## config.mk

```make
export PLATFORM = sky130hd
export DESIGN_NAME = pch_config_regs
export DESIGN_NICKNAME = d
export VERILOG_FILES = /design/src/core/pch_pkg.sv /design/src/core/pch_config_regs.sv
export SDC_FILE = /design/constraint.sdc
export NUM_CORES = 1
export LEC_CHECK = 0
export ABC_AREA = 1
export ABC_CLOCK_PERIOD_IN_PS = 11300
export CAP_MARGIN = 0
export CELL_PAD_IN_SITES_DETAIL_PLACEMENT = 1
export CELL_PAD_IN_SITES_GLOBAL_PLACEMENT = 2
export CORE_ASPECT_RATIO = 1.2
export CORE_MARGIN = 2
export CORE_UTILIZATION = 40
export DETAILED_ROUTE_END_ITERATION = 8
export DONT_BUFFER_PORTS = 1
export PLACE_DENSITY_LB_ADDON = 0.1
export SETUP_SLACK_MARGIN = 0.1
export SLEW_MARGIN = 5
export SYNTH_ARGS = -nofsm -noshare
export SYNTH_HDL_FRONTEND = slang
export SYNTH_SLANG_ARGS = --single-unit
```

## constraint.sdc

```tcl
create_clock -name clk_in -period 11.3 [get_ports clk_in]
set_input_delay 2.26 -clock clk_in [delete_from_list [all_inputs] [get_ports clk_in]]
set_output_delay 2.26 -clock clk_in [all_outputs]
set_load 0.005 [all_outputs]
```

## src/core/pch_pkg.sv

```systemverilog
package pch_pkg;

  // ==========================================================
  // Register offsets (byte addresses of configuration words)
  localparam logic [7:0] PCH_OFS_IDENT      = 8'h00;
  localparam logic [7:0] PCH_OFS_CMD_STAT   = 8'h04;
  localparam logic [7:0] PCH_OFS_CLASS      = 8'h08;
  localparam logic [7:0] PCH_OFS_LATENCY    = 8'h0c;
  localparam logic [7:0] PCH_OFS_IO_BASE    = 8'h10;
  localparam logic [7:0] PCH_OFS_MEM_BASE   = 8'h14;
  localparam logic [7:0] PCH_OFS_CARD_INFO  = 8'h28;
  localparam logic [7:0] PCH_OFS_SUBSYS     = 8'h2c;
  localparam logic [7:0] PCH_OFS_BOOT_ROM   = 8'h30;
  localparam logic [7:0] PCH_OFS_INT_CFG    = 8'h3c;
  localparam logic [7:0] PCH_OFS_SCRATCH    = 8'h40;
  localparam logic [7:0] PCH_OFS_SIGNATURE  = 8'h80;
  localparam logic [7:0] PCH_OFS_PM_CAP     = 8'hc0;
  localparam logic [7:0] PCH_OFS_PM_CTRL    = 8'hc4;

  // ==========================================================
  // Command and status field positions
  localparam int PCH_CMD_IO_BIT      = 0;
  localparam int PCH_CMD_MEM_BIT     = 1;
  localparam int PCH_CMD_MASTER_BIT  = 2;
  localparam int PCH_CMD_PARITY_BIT  = 6;
  localparam int PCH_CMD_SERR_BIT    = 8;
  localparam int PCH_ST_CAP_BIT      = 20;
  localparam int PCH_ST_FB2B_BIT     = 23;
  localparam int PCH_ST_DPR_BIT      = 24;
  localparam int PCH_ST_DEVSEL_LSB   = 25;
  localparam int PCH_ST_TABORT_BIT   = 28;
  localparam int PCH_ST_MABORT_BIT   = 29;
  localparam int PCH_ST_SERR_BIT     = 30;
  localparam int PCH_ST_PERR_BIT     = 31;

  // ==========================================================
  // Reset and fixed values
  localparam logic [31:0] PCH_CMD_STAT_RST  = 32'h0290_0000;
  localparam logic [1:0]  PCH_DEVSEL_MEDIUM = 2'h1;
  localparam logic [31:0] PCH_CLASS_VALUE   = 32'h0200_0011;
  localparam logic [31:0] PCH_IO_BASE_RST   = 32'h0000_0001;
  localparam logic [1:0]  PCH_EE_WORD_IDENT = 2'h0;
  localparam logic [1:0]  PCH_EE_WORD_SUBSYS = 2'h1;
  localparam logic [1:0]  PCH_EE_WORD_CARD  = 2'h2;

  // ==========================================================
  // Recall sequencer states, Gray along the load path
  typedef enum logic [2:0] {
    PCH_LD_START  = 3'h0,
    PCH_LD_IDENT  = 3'h1,
    PCH_LD_SUBSYS = 3'h3,
    PCH_LD_CARD   = 3'h2,
    PCH_LD_DONE   = 3'h6
  } pch_load_t;

endpackage : pch_pkg

```

## src/core/pch_config_regs.sv

```systemverilog
`timescale 1ns/1ps
// Overview of operation
// - Word 00h holds device id in 31:16, vendor id in 15:0, read-only, from EEPROM.
// - EEPROM values are recalled automatically once PCI reset is released.
// - Card information word at 28h is read-only; writes leave it unchanged.
// - Scratch word 40h keeps software bits 15:8; all other bits reserved.
// - Signature word 80h is a constant, read-only, ignoring writes.
// - Parity error detected flag bit 31 sets on any parity error, regardless of bit 6.
// - Signalled system error flag bit 30 sets whenever SERR# was driven.
// - Master abort received flag bit 29 sets when own master cycle master-aborts.
// - Target abort received flag bit 28 sets when a target aborts own cycle.
// - Devsel timing field 26:25 always reads 01, medium speed.
// - Data parity reported bit 24 sets only on PERR, bus master and parity enable.
// - Fast back-to-back capable bit 23 always reads one.
// - Capability list bit 20 always reads one, though the power management words at C0h and C4h read zero.
// - With bit 8 set, an address phase parity error drives SERR#.
// - Bit 6 set turns detected parity errors into a system error indication.
module pch_config_regs
  import pch_pkg::*;
#(
  // Arbitrary neutral value, not a real part signature
  parameter logic [31:0] SIGNATURE_VALUE = 32'h5a5a_0001
) (
  input  wire logic        clk_in,
  input  wire logic        rst_in,
  input  wire logic        cfg_rd_in,
  input  wire logic        cfg_wr_in,
  input  wire logic [7:0]  cfg_addr_in,
  input  wire logic [3:0]  cfg_be_in,
  input  wire logic [31:0] cfg_wdata_in,
  output logic      [31:0] cfg_rdata_out,
  output logic             cfg_ack_out,
  output logic             cfg_loaded_out,
  output logic             ee_rd_out,
  output logic      [1:0]  ee_word_out,
  input  wire logic [31:0] ee_data_in,
  input  wire logic        ee_valid_in,
  input  wire logic        parity_err_in,
  input  wire logic        addr_parity_err_in,
  input  wire logic        perr_seen_in,
  input  wire logic        bus_master_in,
  input  wire logic        master_abort_in,
  input  wire logic        target_abort_in,
  output logic             serr_n_out,
  output logic             serr_oe_out,
  output logic             sys_err_ind_out,
  output logic             io_space_en_out,
  output logic             mem_space_en_out,
  output logic             master_en_out
);

  // ==========================================================
  // State
  typedef struct packed {
    pch_load_t   ld_state;
    logic [31:0] ident;
    logic [31:0] subsys;
    logic [31:0] card_info;
    logic        cmd_io;
    logic        cmd_mem;
    logic        cmd_master;
    logic        parity_response_en;
    logic        system_error_response_en;
    logic        parity_error_detected;
    logic        system_error_signalled;
    logic        master_abort_received;
    logic        target_abort_received;
    logic        data_parity_reported;
    logic [7:0]  latency;
    logic [7:0]  line_size;
    logic [23:0] io_base;
    logic [21:0] mem_base;
    logic [7:0]  scratch;
    logic [7:0]  int_line;
    logic [31:0] rdata;
    logic        ack;
    logic        serr;
    logic        sys_ind;
  } pch_state_t;

  pch_state_t st_r;
  pch_state_t st_nxt;

  logic        loaded;
  logic        access;
  logic        wr_go;
  logic [7:0]  addr_w;
  logic [31:0] wmask;
  logic [31:0] wval;
  logic [31:0] rd_word;
  logic [31:0] cmd_stat_word;
  logic        serr_fire;

  assign loaded = (st_r.ld_state == PCH_LD_DONE);
  assign access = (cfg_rd_in | cfg_wr_in) & loaded;
  assign wr_go  = cfg_wr_in & loaded;
  assign addr_w = {cfg_addr_in[7:2], 2'h0};
  assign wmask  = {{8{cfg_be_in[3]}}, {8{cfg_be_in[2]}}, {8{cfg_be_in[1]}}, {8{cfg_be_in[0]}}};

  // ==========================================================
  // Command and status word as software sees it
  always_comb begin
    cmd_stat_word                                            = '0;
    cmd_stat_word[PCH_CMD_IO_BIT]                            = st_r.cmd_io;
    cmd_stat_word[PCH_CMD_MEM_BIT]                           = st_r.cmd_mem;
    cmd_stat_word[PCH_CMD_MASTER_BIT]                        = st_r.cmd_master;
    cmd_stat_word[PCH_CMD_PARITY_BIT]                        = st_r.parity_response_en;
    cmd_stat_word[PCH_CMD_SERR_BIT]                          = st_r.system_error_response_en;
    cmd_stat_word[PCH_ST_CAP_BIT]                            = 1'b1;
    cmd_stat_word[PCH_ST_FB2B_BIT]                           = 1'b1;
    cmd_stat_word[PCH_ST_DPR_BIT]                            = st_r.data_parity_reported;
    cmd_stat_word[PCH_ST_DEVSEL_LSB+1:PCH_ST_DEVSEL_LSB]     = PCH_DEVSEL_MEDIUM;
    cmd_stat_word[PCH_ST_TABORT_BIT]                         = st_r.target_abort_received;
    cmd_stat_word[PCH_ST_MABORT_BIT]                         = st_r.master_abort_received;
    cmd_stat_word[PCH_ST_SERR_BIT]                           = st_r.system_error_signalled;
    cmd_stat_word[PCH_ST_PERR_BIT]                           = st_r.parity_error_detected;
  end

  // ==========================================================
  // Read multiplexer
  always_comb begin
    case (addr_w)
      PCH_OFS_IDENT:     rd_word = st_r.ident;
      PCH_OFS_CMD_STAT:  rd_word = cmd_stat_word;
      PCH_OFS_CLASS:     rd_word = PCH_CLASS_VALUE;
      PCH_OFS_LATENCY:   rd_word = {16'h0000, st_r.latency, st_r.line_size};
      PCH_OFS_IO_BASE:   rd_word = {st_r.io_base, PCH_IO_BASE_RST[7:0]};
      PCH_OFS_MEM_BASE:  rd_word = {st_r.mem_base, 10'h000};
      PCH_OFS_CARD_INFO: rd_word = st_r.card_info;
      PCH_OFS_SUBSYS:    rd_word = st_r.subsys;
      PCH_OFS_INT_CFG:   rd_word = {24'h00_0000, st_r.int_line};
      PCH_OFS_SCRATCH:   rd_word = {16'h0000, st_r.scratch, 8'h00};
      PCH_OFS_SIGNATURE: rd_word = SIGNATURE_VALUE;
      // Boot ROM and power management words are not modelled here and read zero
      default:           rd_word = 32'h0000_0000;
    endcase
  end

  assign wval = cfg_wdata_in & wmask;

  // ==========================================================
  // Next state
  always_comb begin
    st_nxt         = st_r;
    st_nxt.ack     = access;
    st_nxt.serr    = 1'b0;
    st_nxt.sys_ind = 1'b0;
    serr_fire      = addr_parity_err_in & st_r.system_error_response_en;

    // Recall runs once after every reset release; config access waits for it
    case (st_r.ld_state)
      PCH_LD_START: begin
        st_nxt.ld_state = PCH_LD_IDENT;
      end
      PCH_LD_IDENT: begin
        if (ee_valid_in) begin
          st_nxt.ident    = ee_data_in;
          st_nxt.ld_state = PCH_LD_SUBSYS;
        end
      end
      PCH_LD_SUBSYS: begin
        if (ee_valid_in) begin
          st_nxt.subsys   = ee_data_in;
          st_nxt.ld_state = PCH_LD_CARD;
        end
      end
      PCH_LD_CARD: begin
        if (ee_valid_in) begin
          st_nxt.card_info = ee_data_in;
          st_nxt.ld_state  = PCH_LD_DONE;
        end
      end
      PCH_LD_DONE: begin
        st_nxt.ld_state = PCH_LD_DONE;
      end
      default: begin
        st_nxt.ld_state = PCH_LD_START;
      end
    endcase

    if (access) begin
      st_nxt.rdata = rd_word;
    end

    if (wr_go) begin
      case (addr_w)
        PCH_OFS_CMD_STAT: begin
          if (cfg_be_in[0]) begin
            st_nxt.cmd_io             = cfg_wdata_in[PCH_CMD_IO_BIT];
            st_nxt.cmd_mem            = cfg_wdata_in[PCH_CMD_MEM_BIT];
            st_nxt.cmd_master         = cfg_wdata_in[PCH_CMD_MASTER_BIT];
            st_nxt.parity_response_en = cfg_wdata_in[PCH_CMD_PARITY_BIT];
          end
          if (cfg_be_in[1]) begin
            st_nxt.system_error_response_en = cfg_wdata_in[PCH_CMD_SERR_BIT];
          end
          // Status flags: writing one clears; the event set below still wins
          if (wval[PCH_ST_PERR_BIT]) begin
            st_nxt.parity_error_detected = 1'b0;
          end
          if (wval[PCH_ST_SERR_BIT]) begin
            st_nxt.system_error_signalled = 1'b0;
          end
          if (wval[PCH_ST_MABORT_BIT]) begin
            st_nxt.master_abort_received = 1'b0;
          end
          if (wval[PCH_ST_TABORT_BIT]) begin
            st_nxt.target_abort_received = 1'b0;
          end
          if (wval[PCH_ST_DPR_BIT]) begin
            st_nxt.data_parity_reported = 1'b0;
          end
        end
        PCH_OFS_LATENCY: begin
          if (cfg_be_in[0]) begin
            st_nxt.line_size = cfg_wdata_in[7:0];
          end
          if (cfg_be_in[1]) begin
            st_nxt.latency = cfg_wdata_in[15:8];
          end
        end
        PCH_OFS_IO_BASE: begin
          st_nxt.io_base = (st_r.io_base & ~wmask[31:8]) | wval[31:8];
        end
        PCH_OFS_MEM_BASE: begin
          st_nxt.mem_base = (st_r.mem_base & ~wmask[31:10]) | wval[31:10];
        end
        PCH_OFS_INT_CFG: begin
          if (cfg_be_in[0]) begin
            st_nxt.int_line = cfg_wdata_in[7:0];
          end
        end
        PCH_OFS_SCRATCH: begin
          if (cfg_be_in[1]) begin
            st_nxt.scratch = cfg_wdata_in[15:8];
          end
        end
        // Identity, card info, signature and reserved words drop writes
        default: begin
          st_nxt.scratch = st_r.scratch;
        end
      endcase
    end

    // Hardware events, applied after clears so that a set is never lost
    if (parity_err_in | addr_parity_err_in) begin
      st_nxt.parity_error_detected = 1'b1;
      st_nxt.sys_ind               = st_r.parity_response_en;
    end
    if (serr_fire) begin
      st_nxt.serr                   = 1'b1;
      st_nxt.system_error_signalled = 1'b1;
    end
    if (master_abort_in) begin
      st_nxt.master_abort_received = 1'b1;
    end
    if (target_abort_in) begin
      st_nxt.target_abort_received = 1'b1;
    end
    if (perr_seen_in & bus_master_in & st_r.parity_response_en) begin
      st_nxt.data_parity_reported = 1'b1;
    end
  end

  // ==========================================================
  // Registers
  always_ff @(posedge clk_in or posedge rst_in) begin
    if (rst_in) begin
      st_r                          <= '0;
      st_r.ld_state                 <= PCH_LD_START;
      st_r.cmd_io                   <= PCH_CMD_STAT_RST[PCH_CMD_IO_BIT];
      st_r.cmd_mem                  <= PCH_CMD_STAT_RST[PCH_CMD_MEM_BIT];
      st_r.cmd_master               <= PCH_CMD_STAT_RST[PCH_CMD_MASTER_BIT];
      st_r.parity_response_en       <= PCH_CMD_STAT_RST[PCH_CMD_PARITY_BIT];
      st_r.system_error_response_en <= PCH_CMD_STAT_RST[PCH_CMD_SERR_BIT];
    end else begin
      st_r <= st_nxt;
    end
  end

  // ==========================================================
  // Outputs
  assign cfg_rdata_out    = st_r.rdata;
  assign cfg_ack_out      = st_r.ack;
  assign cfg_loaded_out   = loaded;
  assign ee_rd_out        = (st_r.ld_state == PCH_LD_IDENT) | (st_r.ld_state == PCH_LD_SUBSYS) |
                            (st_r.ld_state == PCH_LD_CARD);
  assign ee_word_out      = (st_r.ld_state == PCH_LD_SUBSYS) ? PCH_EE_WORD_SUBSYS :
                            (st_r.ld_state == PCH_LD_CARD)   ? PCH_EE_WORD_CARD : PCH_EE_WORD_IDENT;
  // Open-drain pin: the level is always low, only the enable moves
  assign serr_n_out       = 1'b0;
  assign serr_oe_out      = st_r.serr;
  assign sys_err_ind_out  = st_r.sys_ind;
  assign io_space_en_out  = st_r.cmd_io;
  assign mem_space_en_out = st_r.cmd_mem;
  assign master_en_out    = st_r.cmd_master;
endmodule : pch_config_regs

```

==> flow_summary_export.csv, run 1 <==
group,metric,value,unit
yosys,synth_cells,1294,
clock_network,clk_latency,0.53,ns
grt,grt.total_usage,0.2390,
clock_network,cts_resized,0,
clock_network,clockBufferDepth,3,
floorplanning,die_h,180.3,um
worst_setup_path,crit_chain,"nor2_4 -> buf_4 -> nand3_1 -> nand3_1 -> nor2_1 -> nand2_1 -> nand2_1 -> nand2_1",
worst_setup_path,start_kind,"primary input",
worst_setup_path,criticalPathCategory,"in2reg",
yosys,yosysUniqueCellTypes,25,
finish,seqCellArea,5555,um^2
finish,layout_commonest_cell,"nand2_1",
finish,multiInputGateArea,3906,um^2
worst_setup_path,arrival,4.67,ns
clock_network,cts_sinks,222,
finish,area_delta_synth_final,8.089,%
worst_setup_path,r2r-end,"cfg_rdata_out[18]$_DFFE_PP0P_",
finish,layout_common_cells,"413 x nand2_1, 222 x dfrtp_1, 117 x o21ai_0, 109 x nand3_1, 104 x inv_1",
flow_run,maxCapViolations,0,
routing,drc,0,
worst_hold_path,hold_class,"reg2reg",
worst_setup_path,critPathSlowestCell,"buf_4",
routing,ant_nets,0,
yosys,ys_ff_latch,222,
sta,worstMarginPinSlew,1.056,ns
sta,post-route-min-period,4.202,ns
placement,io_buffers,0,
yosys,synth_top_cell_by_area,"dfrtp_1",
sta,final_max_slew_viol_count,0,
routing,post_drt_wl_per_cell,19.98,um
sta,fin_crit_sh,0.3719,
pwr,powerDensity,201.7,nW/um^2
worst_setup_path,slowest_delay,0.77,ns
clock_network,path_clk_slew,0.06,ns
grt,antenna_found_initial,0,
grt,grt_pass1_vias,8653,
routing,drtIter0Drc,545,
worst_hold_path,holdPathEnd,"st_r[164]$_DFFE_PP0P_",
worst_setup_path,end_kind,"register",
yosys,yosys_warnings,0,
worst_setup_path,reg2reg_depth,9,
finish,num-nets-final,1327,
floorplanning,placementRows,64,
worst_hold_path,hold-path-cell-count,2,
sta,max_freq,238.0,MHz
worst_setup_path,worstPathRequired,11.77,ns
sta,holdWs,0.4830,ns
floorplanning,die_w,150.9,um
yosys,avgSynthCellArea,8.008,um^2
clock_network,cts-root-buf,"clkbuf_16",
floorplanning,fp.coreArea,25460,um^2
pwr,p_leak,0.005809,uW
worst_setup_path,worst-path-max-fanout,71,
finish,drive_gt1_frac,0.06927,
worst_setup_path,r2r_slack,8.78,ns
sta,hold_violations,0,
finish,n_antenna_cell,0,
yosys,syn_area,10360,um^2
worst_setup_path,crit-reg2reg-launch,"st_r[219]$_DFFE_PP0P_",
placement,dp_hpwl,20.50,mm
sta,setup_viol,0,
clock_network,ctsHoldBuffers,0,
grt,gr-total-overflow,0,
worst_setup_path,crit_path_frequent_cell,"nand2_1",
finish,fill_cells,3079,
placement,pre_cts_ws,6.609,ns
pwr,total_power,2259,uW
routing,vias_per_cell,5.250,
sta,rsz0062_at_grt,"false",
floorplanning,initial_utilization,0.4069,
clock_network,postCtsSetupBuffers,0,
grt,grt_max_degree,90,
placement,gp_congestion,0.7429,
outcome,status,"completed",
sta,setup_ws,7.098,ns
floorplanning,num_io_pins,130,
yosys,syn_nets,1381,
sta,skew,0.01048,ns
clock_network,cts_max_level,1,
grt,grt_pass1_wl,50.18,mm
yosys,yosysSeqAreaShare,0.5361,
clock_network,cts_tree,"done",
pwr,ir_drop,0.1637,mV
routing,drt_first_pass_iters,4,
sta,tns,0,ns
worst_hold_path,hold_start,"st_r[164]$_DFFE_PP0P_",
yosys,synthTopCellsByArea,"dfrtp_1 54%, nand2_1 15%, o21ai_0 5.7%, nand3_1 5.3%, inv_1 3.8%",
floorplanning,die_area,27210,um^2
clock_network,cts_buffers,26,
sta,slew-limit-headroom,0.2942,
routing,num_vias,8326,
yosys,yosys.area.top_type_share,0.5361,
routing,wl,31.69,mm
-- where the power goes --
part / internal (uW) / switching (uW)
clock network: 472 / 329
logic: 110 / 245
registers: 992 / 110
-- how the worst max path moves through the flow --
stage	from	endpoint	slack (ns)	depth (start not counted)
after floorplan	rst_in	async pin	2.96	1
after global placement	cfg_addr_in[6]	cfg_rdata_out[0]$_DFFE_PP0P_	6.59	8
after detailed placement	cfg_addr_in[6]	cfg_rdata_out[0]$_DFFE_PP0P_	6.61	8
after CTS	cfg_addr_in[6]	cfg_rdata_out[0]$_DFFE_PP0P_	7.16	8
after global routing	cfg_addr_in[6]	cfg_rdata_out[0]$_DFFE_PP0P_	7.00	8
final	cfg_addr_in[6]	cfg_rdata_out[0]$_DFFE_PP0P_	7.10	8
-- critical path, delay by kind of cell --
kind / cells / cell delay, ns
buffers and inverters: 1 / 0.77
and+or+nand+nor: 7 / 1.60
-- kinds of logic after synthesis --
| logic type | synth area share |
|---|---|
| and+or+nand+nor | 0.2730 |
| DFF | 0.5361 |
| buffers and inverters | 0.09068 |
| AOI/OAI and AO/OA | 0.09986 |
| other | 0.0003619 |
-- stage by stage --
step           cells    util  instance area (um^2)
2_1_floorplan   1294       -                 10360
3_3_place_gp    1542  0.4083                 10400
3_5_place_dp    1542  0.4083                 10400
4_1_cts         1586  0.4399                 11200
5_1_grt         1586  0.4399                 11200
6_report        1586  0.4399                 11200
-- synthesized netlist by cell type (all sizes together) --
master / n
nand2: 420
dfrtp: 222
o21ai: 189
nand3: 116
inv: 111
nor2: 86
buf: 62
nand4: 36
clkbuf: 33
a21oi: 12
o21bai: 2
a21boi: 1
and2: 1
conb: 1
nor3: 1
o22ai: 1
-- layer usage --
metal | track usage | wire (um) | vias to the layer above
met2 | 0.3793 | 14490 | 157
li1 | - | - | 4004
met1 | 0.3498 | 15330 | 4135
met3 | 0.03595 | 1382 | 30
met5 | 0 | 0 | -
met4 | 0.04673 | 477 | 0
-- layout make-up --
cell class	count	share of cell area
flip-flops and latches	222	0.4960
multi-input cells	866	0.3488
clock buffers	40	0.07004
inverters	111	0.03787
well taps	330	0.03686
repair buffers	13	0.008713
clock inverters	4	0.001787
(Power assumes the default switching activity.)
==> inputs of run 2 (changes only) <==
--- a/config.mk
+++ b/config.mk
@@ -6,13 +6,13 @@
 export NUM_CORES = 1
 export LEC_CHECK = 0
 export ABC_AREA = 1
-export ABC_CLOCK_PERIOD_IN_PS = 11300
+export ABC_CLOCK_PERIOD_IN_PS = 4120
 export CAP_MARGIN = 0
 export CELL_PAD_IN_SITES_DETAIL_PLACEMENT = 1
 export CELL_PAD_IN_SITES_GLOBAL_PLACEMENT = 2
 export CORE_ASPECT_RATIO = 1.2
 export CORE_MARGIN = 2
-export CORE_UTILIZATION = 40
+export CORE_UTILIZATION = 38
 export DETAILED_ROUTE_END_ITERATION = 8
 export DONT_BUFFER_PORTS = 1
 export PLACE_DENSITY_LB_ADDON = 0.1
==> constraint.sdc (replaced) <==
create_clock -name clk_in -period 4.12 [get_ports clk_in]
set_input_delay 0.824 -clock clk_in [delete_from_list [all_inputs] [get_ports clk_in]]
set_output_delay 0.824 -clock clk_in [all_outputs]
set_load 0.005 [all_outputs]
==> run 2 against run 1 <==
  * Cell area is 0.37% higher
  * Largest power group unchanged
  * Critical path type is now reg2out
  * Worst hold slack got worse by 0.18 ns
  * Largest cell class unchanged
  * Utilization is 2.4 points lower
  * Combinational power rose to 2.8 times the previous value
  * Critical path depth decreased by 4
==> flow_summary_export.csv, run 2 (same netlist as run 1, synthesis figures left out) <==
group,metric,value,unit
floorplanning,placementRows,66,
sta,hold_violations,0,
clock_network,clockBufferDepth,3,
worst_setup_path,start_kind,"register",
worst_setup_path,r2r-end,"cfg_rdata_out[18]$_DFFE_PP0P_",
grt,gr-total-overflow,0,
routing,wl_met1,15.16,mm
routing,drc,0,
sta,fin_crit_sh,0.5706,
clock_network,postCtsSetupBuffers,0,
grt,grt_max_degree,94,
worst_setup_path,crit-reg2reg-launch,"st_r[220]$_DFFE_PP0P_",
sta,worstMarginPinSlew,0.8366,ns
floorplanning,num_io_pins,130,
sta,setup_ws,1.769,ns
outcome,status,"completed",
sta,tns,0,ns
floorplanning,fp.coreArea,27000,um^2
sta,holdWs,0.3054,ns
floorplanning,die_area,28610,um^2
clock_network,cts_resized,0,
sta,final_max_slew_viol_count,0,
grt,antenna_found_initial,1,
worst_setup_path,r2r_slack,2.04,ns
routing,wl,32.15,mm
clock_network,cts-root-buf,"clkbuf_16",
flow_run,maxCapViolations,0,
routing,maxUsedRoutingLayer,"met4",
grt,grt_pass1_vias,8778,
finish,layout_common_cells,"413 x nand2_1, 222 x dfrtp_1, 117 x o21ai_0, 109 x nand3_1, 104 x inv_1",
finish,area_delta_synth_final,8.488,%
sta,post-route-min-period,2.351,ns
pwr,powerDensity,542.8,nW/um^2
floorplanning,die_h,184.9,um
placement,dp_hpwl,21.44,mm
sta,skew,0.004918,ns
sta,setup_viol,0,
finish,fin_area,11240,um^2
worst_setup_path,worstPathRequired,3.30,ns
worst_setup_path,end_kind,"output port",
clock_network,ctsHoldBuffers,0,
routing,drt_first_pass_iters,4,
sta,max_freq,425.4,MHz
clock_network,cts_tree,"done",
finish,fill_cells,3291,
placement,dpl_cell_area,10490,um^2
placement,gp_congestion,0.7344,
clock_network,path_clk_slew,0.06,ns
worst_setup_path,worst-path-max-fanout,5,
routing,post_drt_wl_per_cell,20.02,um
finish,layout_commonest_cell,"nand2_1",
clock_network,cts_buffers,25,
routing,drtIter0Drc,470,
routing,vias_per_cell,5.159,
sta,rsz0062_at_grt,"false",
clock_network,cts_max_level,1,
routing,route.met3.wl,1.593,mm
worst_hold_path,hold_class,"in2async",
routing,num_vias,8285,
routing,ant_nets,0,
placement,io_buffers,0,
clock_network,clk_latency,0.52,ns
placement,pre_cts_ws,1.444,ns
pwr,p_leak,0.005821,uW
worst_setup_path,reg2reg_depth,9,
pwr,ir_drop,0.2993,mV
worst_setup_path,criticalPathCategory,"reg2out",
sta,slew-limit-headroom,0.4409,
finish,drive_gt1_frac,0.07431,
grt,grt_pass1_wl,51.16,mm
worst_setup_path,arrival,1.53,ns
grt,grt.total_usage,0.2329,
clock_network,cts_sinks,222,
routing,route.met2.wl,14.86,mm
finish,num-nets-final,1334,
floorplanning,die_w,154.7,um
floorplanning,initial_utilization,0.3837,
-- run 2: final cells by class --
cell class,count,area (um^2),share of cell area
inverters,111,420.4,0.03740
diodes,1,2.502,0.0002226
multi-input cells,866,3901,0.3470
well taps,340,425.4,0.03784
clock buffers,38,714.4,0.06355
clock inverters,7,40.04,0.003562
flip-flops and latches,222,5555,0.4942
repair buffers,21,182.7,0.01625
-- run 2: worst max path at each step --
stage / from / end / slack, ns
6_report: st_r[220]$_DFFE_PP0P_ / cfg_loaded_out / 1.77
2_1_floorplan: rst_in / async pin / 0.40
3_5_place_dp: cfg_addr_in[6] / register / 1.44
3_3_place_gp: cfg_addr_in[6] / register / 1.46
5_1_grt: st_r[220]$_DFFE_PP0P_ / cfg_loaded_out / 1.71
4_1_cts: st_r[220]$_DFFE_PP0P_ / cfg_loaded_out / 1.74
-- run 2: layer usage --
layer / GRT usage / vias to the layer above
met2: 0.3814 / 162
met5: 0 / -
met1: 0.3278 / 4055
met3: 0.03744 / 39
li1: - / 4029
met4: 0.04963 / 0
-- run 2: critical path, cell delays in order (launching register included) --
cell and delay, ns:
dfrtp_1 0.37, inv_2 0.08, nor2_2 0.12, nand2_1 0.23
inv_2 0.20
-- run 2: metrics by stage --
stage	total power [uW]	instances	utilization
after floorplan	3769	1294	-
after global placement	4010	1560	0.3883
after detailed placement	4065	1560	0.3883
after CTS	6192	1605	0.4162
after global routing	6513	1605	0.4162
final	6103	1606	0.4163
-- run 2: report_power, final --
group	internal (uW)	switching, uW	total, uW	leakage [uW]
Clock	1190	905	2100	0.000367
Sequential	2720	303	3020	0.00293
Combinational	311	671	982	0.00252
==> inputs of run 3 (changes only) <==
--- a/config.mk
+++ b/config.mk
@@ -6,7 +6,7 @@
 export NUM_CORES = 1
 export LEC_CHECK = 0
 export ABC_AREA = 1
-export ABC_CLOCK_PERIOD_IN_PS = 4120
+export ABC_CLOCK_PERIOD_IN_PS = 2200
 export CAP_MARGIN = 0
 export CELL_PAD_IN_SITES_DETAIL_PLACEMENT = 1
 export CELL_PAD_IN_SITES_GLOBAL_PLACEMENT = 2
==> constraint.sdc (replaced) <==
create_clock -name clk_in -period 2.2 [get_ports clk_in]
set_input_delay 0.44 -clock clk_in [delete_from_list [all_inputs] [get_ports clk_in]]
set_output_delay 0.44 -clock clk_in [all_outputs]
set_load 0.005 [all_outputs]
==> run 3 against run 2 <==
  * Sequential power increased by 88%
  * Power increased by 98%
  * Worst hold slack got worse by 0.27 ns
  * Combinational power increased by 95%
  * Clock power increased by 110%
  * Worst setup slack got worse by 1.5 ns
==> flow_summary_export.csv, run 3 (same netlist as run 1, synthesis figures left out) <==
group,metric,value,unit
outcome,status,"completed",
sta,rsz0062_at_grt,"true",
sta,skew,0.01984,ns
sta,slew-limit-headroom,0.5448,
placement,io_buffers,0,
grt,grt_max_degree,87,
floorplanning,die_h,184.9,um
placement,dp_hpwl,22.16,mm
grt,antenna_found_initial,0,
routing,drt_first_pass_iters,5,
clock_network,path_clk_slew,0.05,ns
clock_network,cts_buffers,26,
pwr,powerDensity,1041,nW/um^2
finish,area_delta_synth_final,11.76,%
clock_network,clk_latency,0.54,ns
worst_setup_path,cp_num_buf_inv,1,
grt,gr-total-overflow,0,
routing,wl,32.39,mm
grt,use_met2,0.3777,
sta,setup_viol,0,
finish,layout_commonest_cell,"nand2_1",
worst_setup_path,critPathSlowestCell,"dfrtp_1",
floorplanning,fp.coreArea,27000,um^2
floorplanning,die_w,154.7,um
grt,grt.busiest_layer,"met2",
sta,max_freq,518.3,MHz
sta,worstMarginPinSlew,0.6828,ns
finish,num-nets-final,1353,
worst_setup_path,crit_family,"flip-flops",
floorplanning,num_io_pins,130,
worst_setup_path,end_kind,"output port",
clock_network,postCtsSetupBuffers,0,
sta,fin_crit_sh,0.8770,
worst_setup_path,start_kind,"register",
routing,num_vias,8431,
sta,hold_violations,0,
grt,grt_pass1_wl,50.99,mm
clock_network,cts_max_level,1,
clock_network,cts_tree,"done",
finish,fin_area,11580,um^2
grt,grt.total_usage,0.2304,
routing,drtIter0Drc,429,
pwr,p_leak,0.006007,uW
sta,tns,0,ns
flow_run,maxCapViolations,0,
worst_setup_path,criticalPathCategory,"reg2out",
placement,dpl_cell_area,10660,um^2
clock_network,cts-root-buf,"clkbuf_16",
routing,vias_per_cell,5.192,
floorplanning,placementRows,66,
finish,n_antenna_cell,0,
worst_setup_path,worst-path-max-fanout,3,
floorplanning,initial_utilization,0.3837,
clock_network,clockBufferDepth,3,
routing,drc,0,
routing,ant_nets,0,
worst_setup_path,crit_chain,"nor2_2 -> nand2_1 -> inv_2",
worst_setup_path,worstPathRequired,1.76,ns
worst_setup_path,arrival,1.49,ns
grt,grt_pass1_vias,8750,
finish,fill_cells,3284,
finish,layout_common_cells,"411 x nand2_1, 222 x dfrtp_1, 117 x o21ai_0, 109 x nand3_1, 104 x inv_1",
routing,post_drt_wl_per_cell,19.95,um
floorplanning,die_area,28610,um^2
worst_setup_path,slowest_delay,0.40,ns
pwr,ir_drop,0.6376,mV
grt,gr-usage-met3,0.04001,
sta,post-route-min-period,1.929,ns
sta,final_max_slew_viol_count,0,
grt,grtUsageMet1,0.3237,
clock_network,cts_sinks,222,
worst_hold_path,hold_class,"in2reg",
finish,drive_gt1_frac,0.09190,
placement,gp_congestion,0.7738,
-- run 3: worst paths after layout --
kind | startpoint | to | slack [ns] | depth (start not counted)
worst max register to register | st_r[219]$_DFFE_PP0P_ | register | 0.28 | 8
max in group asynchronous | rst_in | st_r[160]$_DFFE_PP0P_ | 1.12 | 3
worst min-delay path | parity_err_in | cmd_stat_word[31]$_DFFE_PP0P_ | 0.04 | 2
min in group asynchronous | rst_in | cfg_rdata_out[29]$_DFFE_PP0P_ | 0.33 | 2
worst min register to register | st_r[191]$_DFFE_PP0P_ | st_r[191]$_DFFE_PP0P_ | 0.48 | 2
worst max-delay path | st_r[219]$_DFFE_PP0P_ | cfg_loaded_out | 0.27 | 3
-- run 3: cell type report --
class	count	area (um^2)	share of cell area
Clock buffer	39	800.8	0.06914
Clock inverter	7	85.08	0.007347
Inverter	111	420.4	0.03630
Multi-Input combinational cell	866	3909	0.3375
Sequential cell	222	5555	0.4797
Tap cell	340	425.4	0.03673
Timing Repair Buffer	39	385.4	0.03328
-- run 3: timing repair --
action,4_1_cts,5_1_grt
hold endpoints to repair,4,0
hold buffers,2,0
endpoints found under the setup margin,0,16
resized for setup,0,3
-- run 3: stage by stage --
step,cells,util,hold slack [ns],worst slack [ns],total power [uW]
floorplan,1294,-,0.4476,-1.136,7059
global placement,1576,0.3949,0.2627,0.2952,7542
detailed placement,1576,0.3949,0.2620,0.2318,7668
CTS,1624,0.4284,0.01005,0.2221,12210
global route,1624,0.4289,0.03118,0.09088,12780
finish,1624,0.4289,0.03678,0.2705,12050
-- run 3: layer usage --
layer / wire length (um) / part of all wire / vias to the layer above
met1: 15320 / 0.47 / 4173
met3: 1547 / 0.048 / 35
met2: 15040 / 0.46 / 167
li1: - / - / 4056
met5: 0 / 0 / -
met4: 488 / 0.015 / 0
-- run 3: power by group --
part	switching, uW	internal [uW]	total (uW)
clock	1750	2730	4480
sequential	573	5100	5670
combinational	1280	628	1910
